<file path="src/pkg/gfm_pkg.sv">
// Package: register map, field layout and function codes of the pin multiplexer
package gfm_pkg;

    // Bus geometry
    localparam int ADDR_W = 12;
    localparam int DATA_W = 32;
    localparam int REG_W = 16;

    // Register indices; byte address is four times the index
    localparam logic [ADDR_W-1:0] CTRL_INDEX = 12'h201;
    localparam logic [ADDR_W-1:0] STATUS_INDEX = 12'h2F0;
    localparam logic [ADDR_W-1:0] CTRL_ADDR = 12'h804;
    localparam logic [ADDR_W-1:0] STATUS_ADDR = 12'hBC0;

    // Control register field positions
    localparam int INVERT_BIT = 10;
    localparam int LEVEL_BIT = 6;
    localparam int FN_LSB = 0;
    localparam int FN_W = 5;

    // Status register field positions
    localparam int STAT_PIN_BIT = 0;
    localparam int STAT_RSVD_BIT = 1;

    // Reset values
    localparam logic [FN_W-1:0] FN_RESET = 5'h00;
    localparam logic INVERT_RESET = 1'b0;
    localparam logic LEVEL_RESET = 1'b0;

    // Function select codes
    typedef enum logic [FN_W-1:0] {
        GFM_FN_CLOCK_OUT = 5'h00,
        GFM_FN_LEVEL = 5'h01,
        GFM_FN_SERIAL_DATA = 5'h02,
        GFM_FN_IRQ = 5'h03,
        GFM_FN_TEMP_SHUTDOWN = 5'h04,
        GFM_FN_SECOND_PLL_LOCK = 5'h06,
        GFM_FN_THIRD_PLL_LOCK = 5'h07,
        GFM_FN_FREQ_LOOP_LOCK = 5'h09,
        GFM_FN_RANGE_ACTIVITY = 5'h0A,
        GFM_FN_SEQ_DONE = 5'h0B,
        GFM_FN_NOISE_GATE = 5'h0C,
        GFM_FN_PEAK_OVERLOAD = 5'h0D,
        GFM_FN_SATURATION = 5'h0E,
        GFM_FN_LEVEL_THRESHOLD = 5'h0F,
        GFM_FN_LEVEL_LOCK = 5'h10,
        GFM_FN_FIFO_ERROR = 5'h11,
        GFM_FN_OUTPUT_CLOCK = 5'h12,
        GFM_FN_MIC_CLOCK = 5'h13,
        GFM_FN_MIC_DETECT = 5'h15,
        GFM_FN_MIC_SHORT = 5'h16
    } gfm_fn_t;

    // Reserved codes: 05, 08, 14 and 17 up to 1F
    localparam logic [31:0] RESERVED_MASK = 32'hFF900120;

endpackage

</file>
<file path="src/core/gfm_pin_mux.sv">
// Pin function multiplexer for the second general purpose pin, with APB registers
//
// Functional notes
// - Polarity bit 10 set inverts the pin signal; clear passes it unchanged.
// - Code 00001 drives the pin from the level bit at position 6.
// - The level bit is write only; its readback is not to be trusted.
// - Function select sits in bits 4:0, resets to zero, code 0 routes clock output.
// - Codes 02, 03, 04 route serial data, interrupt request, temperature shutdown.
// - Code 0A routes range control activity, 0B sequencer done.
// - Codes 0C to 10 route the five level control status flags.
// - Codes 11, 12, 13 route FIFO error, output clock, microphone clock.
// - Codes 15 and 16 route microphone detect and short circuit flags.
//
// The APB interface to the registers was chosen for this implementation.
`timescale 1ns/1ps
module gfm_pin_mux (
    input wire logic clock,
    input wire logic rst_n,
    // APB slave
    input wire logic psel,
    input wire logic penable,
    input wire logic pwrite,
    input wire logic [gfm_pkg::ADDR_W-1:0] paddr,
    input wire logic [gfm_pkg::DATA_W-1:0] pwdata,
    input wire logic [3:0] pstrb,
    output logic pready,
    output logic pslverr,
    output logic [gfm_pkg::DATA_W-1:0] prdata,
    // Sources
    input wire logic clockOutput,
    input wire logic serialDataOut,
    input wire logic irqRequest,
    input wire logic tempShutdown,
    input wire logic secondPllLock,
    input wire logic thirdPllLock,
    input wire logic freqLockedLoopLock,
    input wire logic rangeCtrlActivity,
    input wire logic writeSeqDone,
    input wire logic levelNoiseGate,
    input wire logic levelPeakOverload,
    input wire logic levelSaturation,
    input wire logic levelThreshold,
    input wire logic levelLock,
    input wire logic fifoError,
    input wire logic outputClock,
    input wire logic micClock,
    input wire logic micDetect,
    input wire logic micShort,
    // Pin
    output logic gpio2Pin
);

    // Control register and pin state
    logic [gfm_pkg::FN_W-1:0] functionSelect;
    logic invert;
    logic driveLevel;
    logic pinLevel;
    logic [gfm_pkg::DATA_W-1:0] readData;
    logic [gfm_pkg::FN_W-1:0] next_functionSelect;
    logic next_invert;
    logic next_driveLevel;
    logic next_pinLevel;
    logic [gfm_pkg::DATA_W-1:0] next_readData;

    // Bus decode
    logic setupPhase;
    logic accessPhase;
    logic hitCtrl;
    logic hitStatus;
    logic ctrlWrite;
    logic [31:0] sources;
    logic routed;
    logic reservedHit;

    // Zero wait states; unmapped addresses answer with an error
    always_comb begin
        setupPhase = psel && !penable;
        accessPhase = psel && penable;
        hitCtrl = (paddr == gfm_pkg::CTRL_ADDR);
        hitStatus = (paddr == gfm_pkg::STATUS_ADDR);
        pready = 1'b1;
        pslverr = accessPhase && !hitCtrl && !hitStatus;
        ctrlWrite = accessPhase && pwrite && hitCtrl;
    end

    // Source vector indexed by function code; reserved slots stay low
    always_comb begin
        sources = 32'h00000000;
        sources[gfm_pkg::GFM_FN_CLOCK_OUT] = clockOutput;
        sources[gfm_pkg::GFM_FN_LEVEL] = driveLevel;
        sources[gfm_pkg::GFM_FN_SERIAL_DATA] = serialDataOut;
        sources[gfm_pkg::GFM_FN_IRQ] = irqRequest;
        sources[gfm_pkg::GFM_FN_TEMP_SHUTDOWN] = tempShutdown;
        sources[gfm_pkg::GFM_FN_SECOND_PLL_LOCK] = secondPllLock;
        sources[gfm_pkg::GFM_FN_THIRD_PLL_LOCK] = thirdPllLock;
        sources[gfm_pkg::GFM_FN_FREQ_LOOP_LOCK] = freqLockedLoopLock;
        sources[gfm_pkg::GFM_FN_RANGE_ACTIVITY] = rangeCtrlActivity;
        sources[gfm_pkg::GFM_FN_SEQ_DONE] = writeSeqDone;
        sources[gfm_pkg::GFM_FN_NOISE_GATE] = levelNoiseGate;
        sources[gfm_pkg::GFM_FN_PEAK_OVERLOAD] = levelPeakOverload;
        sources[gfm_pkg::GFM_FN_SATURATION] = levelSaturation;
        sources[gfm_pkg::GFM_FN_LEVEL_THRESHOLD] = levelThreshold;
        sources[gfm_pkg::GFM_FN_LEVEL_LOCK] = levelLock;
        sources[gfm_pkg::GFM_FN_FIFO_ERROR] = fifoError;
        sources[gfm_pkg::GFM_FN_OUTPUT_CLOCK] = outputClock;
        sources[gfm_pkg::GFM_FN_MIC_CLOCK] = micClock;
        sources[gfm_pkg::GFM_FN_MIC_DETECT] = micDetect;
        sources[gfm_pkg::GFM_FN_MIC_SHORT] = micShort;
    end

    // Selection and polarity
    gfm_source_mux #(
        .SEL_W(gfm_pkg::FN_W)
    ) u_mux (
        .sel(functionSelect),
        .sources(sources),
        .reservedMask(gfm_pkg::RESERVED_MASK),
        .invert(invert),
        .routed(routed),
        .reservedHit(reservedHit)
    );

    // Next state: register writes, pin level, read data captured in setup
    always_comb begin
        next_functionSelect = functionSelect;
        next_invert = invert;
        next_driveLevel = driveLevel;
        next_readData = readData;
        // Low byte lane carries the select and level, next lane the polarity
        if (ctrlWrite && pstrb[0]) begin
            next_functionSelect = pwdata[gfm_pkg::FN_LSB +: gfm_pkg::FN_W];
            next_driveLevel = pwdata[gfm_pkg::LEVEL_BIT];
        end
        if (ctrlWrite && pstrb[1]) begin
            next_invert = pwdata[gfm_pkg::INVERT_BIT];
        end
        // Registered pin; sources pass with one cycle of latency
        next_pinLevel = routed;
        // Read data is ready by the access phase; level bit reads zero
        if (setupPhase && !pwrite) begin
            next_readData = 32'h00000000;
            if (hitCtrl) begin
                next_readData[gfm_pkg::FN_LSB +: gfm_pkg::FN_W] = functionSelect;
                next_readData[gfm_pkg::INVERT_BIT] = invert;
                next_readData[gfm_pkg::LEVEL_BIT] = 1'b0;
            end else if (hitStatus) begin
                next_readData[gfm_pkg::STAT_PIN_BIT] = pinLevel;
                next_readData[gfm_pkg::STAT_RSVD_BIT] = reservedHit;
            end
        end
    end

    // State registers
    always_ff @(posedge clock) begin
        if (!rst_n) begin
            functionSelect <= gfm_pkg::FN_RESET;
            invert <= gfm_pkg::INVERT_RESET;
            driveLevel <= gfm_pkg::LEVEL_RESET;
            pinLevel <= 1'b0;
            readData <= 32'h00000000;
        end else begin
            functionSelect <= next_functionSelect;
            invert <= next_invert;
            driveLevel <= next_driveLevel;
            pinLevel <= next_pinLevel;
            readData <= next_readData;
        end
    end

    // Outputs straight from flip-flops
    assign gpio2Pin = pinLevel;
    assign prdata = readData;
endmodule

</file>
<file path="src/core/gfm_source_mux.sv">
// Selector: picks one source by function code and applies polarity
`timescale 1ns/1ps
module gfm_source_mux #(
    parameter int SEL_W = 5
) (
    input wire logic [SEL_W-1:0] sel,
    input wire logic [(1<<SEL_W)-1:0] sources,
    input wire logic [(1<<SEL_W)-1:0] reservedMask,
    input wire logic invert,
    output logic routed,
    output logic reservedHit
);

    logic picked;

    // Reserved slots give a quiet low before inversion
    always_comb begin
        reservedHit = reservedMask[sel];
        picked = reservedHit ? 1'b0 : sources[sel];
        // Inversion sits after selection so it covers every source
        routed = picked ^ invert;
    end

endmodule

</file>
<file path="config.mk">
export PLATFORM = sky130hd
export DESIGN_NAME = gfm_pin_mux
export DESIGN_NICKNAME = d
export VERILOG_FILES = /design/src/pkg/gfm_pkg.sv /design/src/core/gfm_pin_mux.sv /design/src/core/gfm_source_mux.sv
export SDC_FILE = /design/constraint.sdc
export NUM_CORES = 1
export LEC_CHECK = 0
export BUFFER_PORTS_ARGS = -buffer_cell sky130_fd_sc_hd__buf_2
export CORE_MARGIN = 2
export CORE_UTILIZATION = 33
export DETAILED_ROUTE_END_ITERATION = 10
export PLACE_DENSITY = 0.8
export REMOVE_ABC_BUFFERS = 1
export SLEW_MARGIN = 0
export SYNTH_ARGS = -nofsm -noshare
export SYNTH_HDL_FRONTEND = slang
export SYNTH_SLANG_ARGS = --single-unit
</file>
<file path="constraint.sdc">
create_clock -name clock -period 1.9 [get_ports clock]
set_input_delay 0.19 -clock clock [delete_from_list [all_inputs] [get_ports clock]]
set_output_delay 0.19 -clock clock [all_outputs]
set_load 0.05 [all_outputs]
</file>
=== Word-level counts from Yosys, hierarchy flattened ===
Memory sizes are Yosys's and may differ from the RTL's. A register that Yosys moved wholly into a read port is not among the register bits.
Cells that the tools add are included.

* Reductions and logical operators: 13
* Eq/ne operators: 2
* Bitwise logic cells: 1
* Multiplexer cells: 10
* Order comparisons: 1

{| class="wikitable"
|+ Operators by type and width
! kind !! count
|-
| $eq 12x12->1 const B || 2
|-
| $mux 5 || 2
|-
| $logic_and 1x1->1 || 9
|-
| $lt 5x6->1 const B || 1
|-
| $bmux 1 s5 || 1
|-
| $logic_not 1->1 || 4
|-
| $mux 1 || 4
|-
| $mux 2 || 2
|-
| $mux 3 || 1
|-
| $xor 1x1->1 || 1
|}

* Bits in read-only memories: 32
* Output and inout bits: 35
* Flip-flop bits (word level): 14
* Input bits: 72
* Memories kept: 1

{| class="wikitable"
|+ Memory list
! memory !! depth !! width !! rd ports !! clocked after Yosys merged registers in !! wr ports !! line !! source
|-
| (name not given) || 32 || 1 || 1 || 1 || 0 || gfm_source_mux.sv:18 || <nowiki>reservedHit = reservedMask[sel];</nowiki>
|}

=== Depth between registers and ports, before layout ===
Gate-level depths: netlist (run 1).

* Depth after elaboration: 6
* Depth in mapped cells: 11

=== By module ===
Synthesis (run 1) repeated with hierarchy kept, for this count alone.

* Cells, all modules: 164
* Area total of the unflattened synthesis: 1471.4 µm²

{| class="wikitable"
|+ Modules (own cells, without submodules)
! module !! instances !! area each (µm²) !! cells each
|-
| gfm_pin_mux || 1 || 848.3 || 100
|-
| gfm_source_mux || 1 || 623.1 || 64
|}

=== Worst setup path before layout (run 1) ===
No wires, ideal clock.

* Path kind: input -> register
* Start point: input port paddr[1] (netlist name)
* End point: register reservedHit (netlist name)
* Arrival: 1967 ps
* Path buffers: 2
* Setup slack: -149 ps
* Data required time: 1818 ps
* Setup time: 82 ps
* Stages: 11
* Path through: nor4_2 and4b_1 buf_6 and3_1 buf_6 mux2i_1 nor2b_1 inv_1 ha_1 or4b_1 o221ai_1

{| class="wikitable"
|+ RTL lines
! item !! line !! source
|-
| start: declaration || gfm_pin_mux.sv:23 || <nowiki>input wire logic [gfm_pkg::ADDR_W-1:0] paddr,</nowiki>
|}

==> results of run 1 <==
[cell usage after synthesis]
| master | count |
|---|---|
| or4b_1 | 1 |
| a21oi_1 | 4 |
| mux2i_1 | 9 |
| o22ai_1 | 1 |
| and4b_1 | 2 |
| nor4b_1 | 1 |
| a221oi_1 | 2 |
| inv_1 | 5 |
| nand3_1 | 6 |
| ha_1 | 2 |
| nand2b_1 | 2 |
| and2_1 | 1 |
| and4_2 | 1 |
| conb_1 | 2 |
| o21ai_0 | 1 |
| nor4_2 | 1 |
| nor4_1 | 1 |
| a2111oi_0 | 1 |
| a21boi_0 | 4 |
| nor2_1 | 3 |
| buf_1 | 1 |
| buf_4 | 27 |
| a41oi_1 | 1 |
| buf_6 | 2 |
| nand3b_1 | 2 |
| and3_1 | 2 |
| nor3_1 | 1 |
| mux4_2 | 3 |
| mux2_2 | 1 |
| nor2b_1 | 7 |
| o221ai_1 | 1 |
| nor3b_1 | 3 |
| dfxtp_1 | 15 |
| clkbuf_1 | 4 |
| nand2_1 | 14 |
[flip-flops by register name (all words and copies together) (netlist names)]
name / cells
gpio2Pin: 1
reservedHit: 1
functionSelect: 5
invert: 1
prdata: 6
driveLevel: 1
[cell type report]
| type | instances | area share (%) |
|---|---|---|
| Timing Repair Buffer | 63 | 24.3 |
| Multi-Input combinational cell | 105 | 48.6 |
| Inverter | 5 | 1.25 |
| Clock buffer | 3 | 1.50 |
| Sequential cell | 15 | 20.2 |
| Clock inverter | 1 | 0.333 |
| Tap cell | 46 | 3.83 |
[power groups by stage]
stage                     sequential (mW)  clock [mW]  combinational, mW
final                               0.319       0.190              0.224
after global routing                0.319       0.208              0.237
after CTS                           0.319       0.192              0.214
after detailed placement            0.326           0              0.213
after global placement              0.326           0              0.211
after floorplan                     0.337           0              0.145
[per-layer routing]
layer  vias up  global-route usage, %
met5         -                      0
met1       458                   12.3
met3         2                   3.96
met4         0                  0.833
li1        527                      -
met2        35                   22.1
[cells in the final DEF, fill, tap and decap left out, types with 4 or more instances in the layout]
cell type and n:
mux2i_1 9, dfxtp_1 13, nand2_1 14, buf_2 49, a21oi_1 4, buf_6 4
a21boi_0 4, inv_1 5, conb_1 27, nor2b_1 7, buf_4 10, nand3_1 6
[cell families after synthesis]
group | after synthesis | synth area share (%)
buf+inv | 39 | 22.9
other cells | 2 | 0.654
mux | 13 | 14.7
simple gates | 48 | 24.3
fa+ha+maj | 2 | 2.18
flops | 15 | 26.1
compound gates | 15 | 9.15
[worst min-delay path: stages]
cell     delay, ps
buf_2           80
mux2i_1         50
nor2b_1         90
[what timing repair did]
action / in CTS / in global routing
setup endpoints to repair: 1 / 2
pin swaps: 0 / 4
setup buffers: 0 / 1
endpoints found under the hold margin: 0 / 0
gates resized for setup: 1 / 16
[worst min-delay path by stage]
stage	from	end	slack (ps)	depth (start not counted)
global placement	pwdata[10]	invert	450	3
detailed placement	pwdata[10]	invert	450	3
global route	pwdata[6]	driveLevel	160	3
finish	pwdata[10]	invert	150	3
CTS	pwdata[10]	invert	150	3
floorplan	rst_n	driveLevel	320	1
[per-stage QoR]
stage | cells | worst slack [ps]
final | 238 | 7.13
after global routing | 238 | -84.2
after CTS | 237 | 8.31
after detailed placement | 233 | -294
after global placement | 233 | -219
after floorplan | 125 | -266
==> impl_metrics.ini, run 1 <==
[setup_path]
crit_required_ps = 2120
cpPeakStageDelay_ps = 460
arrival_ps = 2120
cp.depth = 11
cpMostUsedCell = buf_6
slowest_stage = or4b_4
worstSetupEndpointType = register
critPathCapture = reservedHit
critPathMaxFanout = 6
cp_num_buf_inv = 3
r2r-start = functionSelect[1]
critical_path.top_delay_family = simple AND/OR/NAND/NOR gates
cp_cell_sequence = buf_6, nor4_4, and4b_1, and3_4, buf_6, mux2i_1, nor2b_1, inv_1, ha_2, or4b_4, o221ai_2
cp-startpoint = paddr[4]
crit_path_start_kind = input port
critPathKind = input port to register
r2r_cells = 5
r2r-end = gpio2Pin
reg2reg_slack_ps = 130

[cts]
cts_hold_buf = 0
clkSinkCount = 15
clkSlewWorstSetupHoldPaths_ps = 100
clk_path_buf_depth = 2
tritoncts = built
cts_root_buffer = clkbuf_4
cts_htree_levels = 1
numCtsBuffers = 3
clk_latency_ps = 290

[timing]
final_min_period_over_clock_period_pct = 99.6
slew_viol_final = 0
finalSetupViolCount = 0
post-route-min-period_ps = 1890
tns_ps = 0
max_freq_mhz = 528
hold_viol = 0
fin_skew_ps = 2.57
rsz0062_at_grt = true
hold-worst-slack_ps = 151

[detailed_routing]
highest_layer = met4
wl_met3_um = 156
first_iter_violations = 15
wl_met1_um = 997
drcViolationCount = 0
route.antenna.remaining_nets = 0
drt-total-wl_um = 2550
drtPass1Iterations = 5
wl_per_cell_um = 10.7
routed_via_density = 4.29
dr_wl_met2_um = 1390
vias = 1022

[power]
power_per_cell_area_nw_per_um2 = 488
power_uw = 733
switching_share_pct = 38.1
pwr-share-comb_pct = 30.6
power.share.sequential_pct = 43.5
p_leak_nw = 0.686
ir_drop_mv = 0.319
power_frac_clock_pct = 25.9
power.internal_uw = 454
p_sw_uw = 279

[logic_synthesis]
synth_top_area_share_pct = 26.1
synth_warnings = 0
synthCells = 134
post_synth_num_cell_types = 35
synth_area_leaders = dfxtp_1 (26%), buf_4 (18%), mux2i_1 (7.8%)
syn-mean-instance-area_sq_um = 8.57
synth-seq-cells = 15
synth_top_area_cell = dfxtp_1
netlist_area_sq_um = 1150
synth-seq-area-share_pct = 26.1

[final_layout]
antenna_cells = 0
area_growth_syn_to_layout_pct = 30.7
postLayoutCellArea_sq_um = 1500
n_fill_cell = 349
multiInputGateArea_sq_um = 729
drive_gt1_share_pct = 43.2
seq_area_sq_um = 303
finish.utilization_pct = 45.0
nets = 267

[global_routing]
grt_remaining_overflow = 0
grt_pass1_vias = 890
antenna_found_initial = 0
grt_pass1_wl_um = 3750
track_usage_pct = 11.4
grt_max_degree = 20

[floorplan]
fp-row-count = 21
die_area_sq_um = 3970
die_y_um = 63.0
coreArea_sq_um = 3340
ios = 107
fp.dieW_um = 63.0
initial_core_util_pct = 34.4

[placed_design]
hpwl_um = 2050
place_area_sq_um = 1390
port_buffers = 52
place_congestion = 0.806

[job]
maxCapViolCount = 0

[status]
status = completed

[min_path]
hold_class = input port to register
(Power assumes the default switching activity.)
==> run 2: changes to the inputs <==
--- a/config.mk
+++ b/config.mk
@@ -5,9 +5,10 @@
 export SDC_FILE = /design/constraint.sdc
 export NUM_CORES = 1
 export LEC_CHECK = 0
+export ABC_AREA = 1
 export BUFFER_PORTS_ARGS = -buffer_cell sky130_fd_sc_hd__buf_2
 export CORE_MARGIN = 2
-export CORE_UTILIZATION = 33
+export CORE_UTILIZATION = 34
 export DETAILED_ROUTE_END_ITERATION = 10
 export PLACE_DENSITY = 0.8
 export REMOVE_ABC_BUFFERS = 1
==> run 2 against run 1 <==
Net effect: register-to-register slack improved by 240 ps; sequential share of layout area increased by 0.24 points; total power increased by 2.5%; area after synthesis increased by 7.5%; clock skew increased by 4.1 ps.
==> impl_metrics.ini, run 2 <==
[power]
pwr-share-comb_pct = 32.6
power_per_cell_area_nw_per_um2 = 511
power.share.sequential_pct = 43.2
switching_share_pct = 39.8
ir_drop_mv = 0.360
p_leak_nw = 0.819
power_frac_clock_pct = 24.2
p_sw_uw = 299
power.internal_uw = 452

[logic_synthesis]
async_reset_ff_share_pct = 0
synth-seq-cells = 15
syn-mean-instance-area_sq_um = 6.40
synth_area_leaders = dfxtp_1 (24%), buf_4 (16%), nand2_1 (9.7%)
netlist_area_sq_um = 1230
synthTopCellsByCount = nand2_1 (32), buf_4 (27), inv_1 (26), nor2_1 (23), dfxtp_1 (15)
synth-seq-area-share_pct = 24.3
yosys.cell_count.top_type = nand2_1
synthFlopType = dfxtp_1
synth_compound_area_share_pct = 14.7
synth_top_family_by_area = simple AND/OR/NAND/NOR gates
synth_warnings = 0
yosys-mux-area-fraction_pct = 0
synth_edf_count = 0
post_synth_num_cell_types = 26
synthSimpleGateAreaFrac_pct = 32.2
synthCells = 193
synthAdderAreaFrac_pct = 2.03
synth_top_area_share_pct = 24.3
synth_top_area_cell = dfxtp_1
synth_xor_area_share_pct = 0

[min_path]
hp-start = pstrb[1]
hold_class = input port to register

[global_routing]
grt_pass1_wl_um = 4570
grt_max_degree = 17
grt_remaining_overflow = 0
grt_pass1_vias = 1124
track_usage_pct = 13.5
antenna_found_initial = 0

[setup_path]
cp-startpoint = functionSelect[0]
slowest_stage = dfxtp_1
critical_path.top_delay_family = flip-flops
cp_num_buf_inv = 1
crit_required_ps = 2080
r2r-start = functionSelect[0]
critPathMaxFanout = 9
critPathKind = register to register
reg2reg_slack_ps = 370
cp_cell_sequence = inv_2, nand2_1, o211ai_1, ha_1, nand4_1, a21oi_1, nor2_1
cpPeakStageDelay_ps = 450
worstSetupEndpointType = register
arrival_ps = 1710
crit_path_start_kind = register

[detailed_routing]
drtPass1Iterations = 4
first_iter_violations = 54
drt-total-wl_um = 2720
routed_via_density = 4.47
drcViolationCount = 0
route.antenna.remaining_nets = 0
wl_per_cell_um = 9.33
vias = 1305

[cts]
cts_root_buffer = clkbuf_4
numCtsBuffers = 3
clk_path_buf_depth = 2
clkSlewWorstSetupHoldPaths_ps = 90
postCtsSetupRepairBufs = 0
clkSinkCount = 15
cts_hold_buf = 0
tritoncts = built
cts_htree_levels = 1
clk_latency_ps = 280
postCtsResizedCells = 0

[floorplan]
fp-row-count = 21
initial_core_util_pct = 36.2
ios = 107
fp.dieW_um = 64.3
coreArea_sq_um = 3420
die_y_um = 64.3
die_area_sq_um = 4130

[final_layout]
final_cell_mix = buf_2 (52), nand2_1 (32), conb_1 (27)
area_growth_syn_to_layout_pct = 19.1
antenna_cells = 0
nets = 321
postLayoutCellArea_sq_um = 1470
layout_commonest_cell = buf_2
drive_gt1_share_pct = 29.7
largest_reg_flops = 6
finish.utilization_pct = 43.1

[status]
status = completed

[timing]
max_freq_mhz = 652
final_min_period_over_clock_period_pct = 80.8
tns_ps = 0
finalSetupViolCount = 0
slew_viol_final = 0
post-route-min-period_ps = 1530
fin_skew_ps = 6.64
hold_viol = 0
rsz0062_at_grt = false

[placed_design]
place_area_sq_um = 1440
port_buffers = 52
hpwl_um = 2310
place_congestion = 0.860

[job]
maxCapViolCount = 0
==> run 2: worst paths after layout <==
check,to,cells past startpoint
worst max-delay path,reservedHit,7
worst min-delay path,invert,3
worst max register to register,reservedHit,7
worst min register to register,driveLevel,2
==> run 2: through the flow <==
step	std cells	total power, mW	setup WS [ps]	hold WS [ps]
global route	292	0.791	209	200
global placement	288	0.575	179	438
floorplan	189	0.511	66.4	311
finish	292	0.751	365	189
detailed placement	288	0.577	135	437
CTS	292	0.760	348	183
==> run 2: metal layers <==
metal	track usage, %	routed length (um)	vias to the layer above
met5	0	0	-
met4	2.39	45	0
met3	4.93	220	8
met2	23.8	1350	53
met1	15.8	1110	574
li1	-	-	670
==> run 2: power groups by stage <==
| stage | combinational, mW | clock [mW] | sequential (mW) |
|---|---|---|---|
| global route | 0.263 | 0.202 | 0.326 |
| detailed placement | 0.245 | 0 | 0.332 |
| global placement | 0.243 | 0 | 0.332 |
| floorplan | 0.154 | 0 | 0.357 |
| CTS | 0.245 | 0.190 | 0.325 |
| finish | 0.245 | 0.182 | 0.325 |
==> run 2: worst reg2reg max path: stages (launching register included) <==
cell and delay [ps]:
dfxtp_1 450, inv_2 150, nand2_1 100, o211ai_1 130, ha_1 330, nand4_1 90, a21oi_1 140, nor2_1 50
==> run 2: logic make-up after synthesis <==
group | Yosys count
buffers and inverters | 59
and+or+nand+nor | 83
other | 2
DFF | 15
adders and majority gates | 2
AOI/OAI and AO/OA | 32
==> run 2: area by class of cell <==
class / instances / area (sq um)
Clock buffer: 3 / 22.5
Clock inverter: 1 / 5.00
Fill cell: 393 / 1940
Inverter: 30 / 113
Multi-Input combinational cell: 144 / 706
Sequential cell: 15 / 300
Tap cell: 46 / 57.6
Timing Repair Buffer: 53 / 268
==> run 3: changes to the inputs <==
--- a/config.mk
+++ b/config.mk
@@ -8,9 +8,9 @@
 export ABC_AREA = 1
 export BUFFER_PORTS_ARGS = -buffer_cell sky130_fd_sc_hd__buf_2
 export CORE_MARGIN = 2
-export CORE_UTILIZATION = 34
+export CORE_UTILIZATION = 38
 export DETAILED_ROUTE_END_ITERATION = 10
-export PLACE_DENSITY = 0.8
+export PLACE_DENSITY = 0.84
 export REMOVE_ABC_BUFFERS = 1
 export SLEW_MARGIN = 0
 export SYNTH_ARGS = -nofsm -noshare
==> constraint.sdc (replaced) <==
create_clock -name clock -period 1.5 [get_ports clock]
set_input_delay 0.15 -clock clock [delete_from_list [all_inputs] [get_ports clock]]
set_output_delay 0.15 -clock clock [all_outputs]
set_load 0.05 [all_outputs]
==> run 3 against run 2 <==
Net effect: clock power rose by 34%; count of clock-buffer cells in the layout unchanged; final area up 8.3%; sequential power up 25%; flip-flop and latch count stayed put; die area is 9.9% lower; clock skew down 5.3 ps; via count rose by 3.8%; core utilization is 8.7 points higher; routed wire length up 4.9%; non-clock buffer count is 15 higher; total power grew 30%.
==> impl_metrics.ini, run 3 (synthesis gave the netlist of run 2 again) <==
[status]
status = completed

[timing]
hold_viol = 0
slew_viol_final = 0
fin_skew_ps = 1.37
rsz0062_at_grt = false
post-route-min-period_ps = 1350
max_freq_mhz = 739
finalSetupViolCount = 0
final_min_period_over_clock_period_pct = 90.2

[floorplan]
coreArea_sq_um = 3080
ios = 107
die_y_um = 61.0
fp.dieW_um = 61.0
fp-row-count = 20
initial_core_util_pct = 40.1
die_area_sq_um = 3720

[final_layout]
finish.utilization_pct = 51.8
fin_cells = 305
drive_gt1_share_pct = 34.9
multiInputGateArea_sq_um = 708
antenna_cells = 0
nets = 336
area_growth_syn_to_layout_pct = 29.1
largest_reg_flops = 6
layout_commonest_cell = buf_2
n_fill_cell = 315
final_cell_mix = buf_2 (52), nand2_1 (32), conb_1 (27)
seq_area_sq_um = 308

[detailed_routing]
first_iter_violations = 38
wl_met1_um = 1160
routed_via_density = 4.44
highest_layer = met4
drtPass1Iterations = 4
wl_per_cell_um = 9.37
dr_wl_met2_um = 1470
vias = 1355
wl_met3_um = 197
drcViolationCount = 0
drt-total-wl_um = 2860
route.antenna.remaining_nets = 0

[setup_path]
arrival_ps = 1550
worstSetupEndpointType = register
r2r_cells = 11
critPathMaxFanout = 5
crit_path_start_kind = register
crit_required_ps = 1700
critPathKind = register to register

[global_routing]
track_usage_pct = 16.3
grt_pass1_vias = 1199
grt_remaining_overflow = 0
antenna_found_initial = 0
grt_max_degree = 14
grt_pass1_wl_um = 4590

[cts]
clk_path_buf_depth = 2
postCtsSetupRepairBufs = 0
numCtsBuffers = 3
clk_latency_ps = 290
cts_root_buffer = clkbuf_4
clkSlewWorstSetupHoldPaths_ps = 90
cts_htree_levels = 1
clkSinkCount = 15
tritoncts = built

[min_path]
hold_class = input port to register
holdPathStages = 3

[power]
power.share.sequential_pct = 41.7
power.internal_uw = 582
switching_share_pct = 40.5
ir_drop_mv = 0.345
p_leak_nw = 0.894
pwr-share-comb_pct = 33.4
power_per_cell_area_nw_per_um2 = 613
power_frac_clock_pct = 24.9
p_sw_uw = 395

[job]
maxCapViolCount = 0

[placed_design]
place_inst = 301
hpwl_um = 2450
port_buffers = 52
place_congestion = 0.825
==> run 3: area by class of cell <==
cell class / count / share of cell area [%]
inverter: 30 / 7.22
tap: 44 / 3.45
sequential: 15 / 19.3
timing repair buffer: 68 / 23.9
clock inverter: 1 / 0.314
clock buffer: 3 / 1.41
multi-input combinational: 144 / 44.4
==> run 3: metrics by stage <==
step	hold slack (ps)	instance area (sq um)	power, mW	setup WS [ps]	setup TNS [ps]
after floorplan	271	1120	0.647	-254	-254
after global placement	428	1550	0.743	-124	-124
after detailed placement	435	1550	0.745	-157	-157
after CTS	113	1580	0.986	33.4	0
after global routing	159	1590	1.03	3.37	0
final	121	1590	0.977	148	0
==> run 3: timing repair <==
action / CTS / global route
gates resized for setup: 0 / 6
hold buffers: 0 / 0
endpoints found under the setup margin: 0 / 2
==> run 3: routing by layer <==
metal | GRT usage [%] | vias up
met4 | 5.90 | 0
li1 | - | 703
met2 | 30.4 | 46
met5 | 0 | -
met3 | 4.69 | 4
met1 | 17.1 | 602
==> run 3: final timing paths <==
check                             endpoint  slack, ps              start
worst max-delay path              gpio2Pin        150  functionSelect[0]
worst min-delay path            driveLevel        120              rst_n
worst max register to register    gpio2Pin        150  functionSelect[0]
worst min register to register  driveLevel        460         driveLevel
==> run 3: worst max-delay path: stages, from the launching register on <==
cell	delay, ps
dfxtp_4	380
inv_4	80
buf_4	140
nor2_1	40
o211ai_1	150
nand2_1	80
nand2_1	60
nand2_1	50
nor2_2	110
nand2_1	60
nand2_1	60
nor2_1	40
==> run 3: power groups by stage <==
stage	sequential [mW]	combinational [mW]	clock [mW]
6_report	0.407	0.326	0.243
2_1_floorplan	0.452	0.195	0
3_3_place_gp	0.420	0.322	0
5_1_grt	0.408	0.350	0.269
3_5_place_dp	0.420	0.325	0
4_1_cts	0.411	0.326	0.249
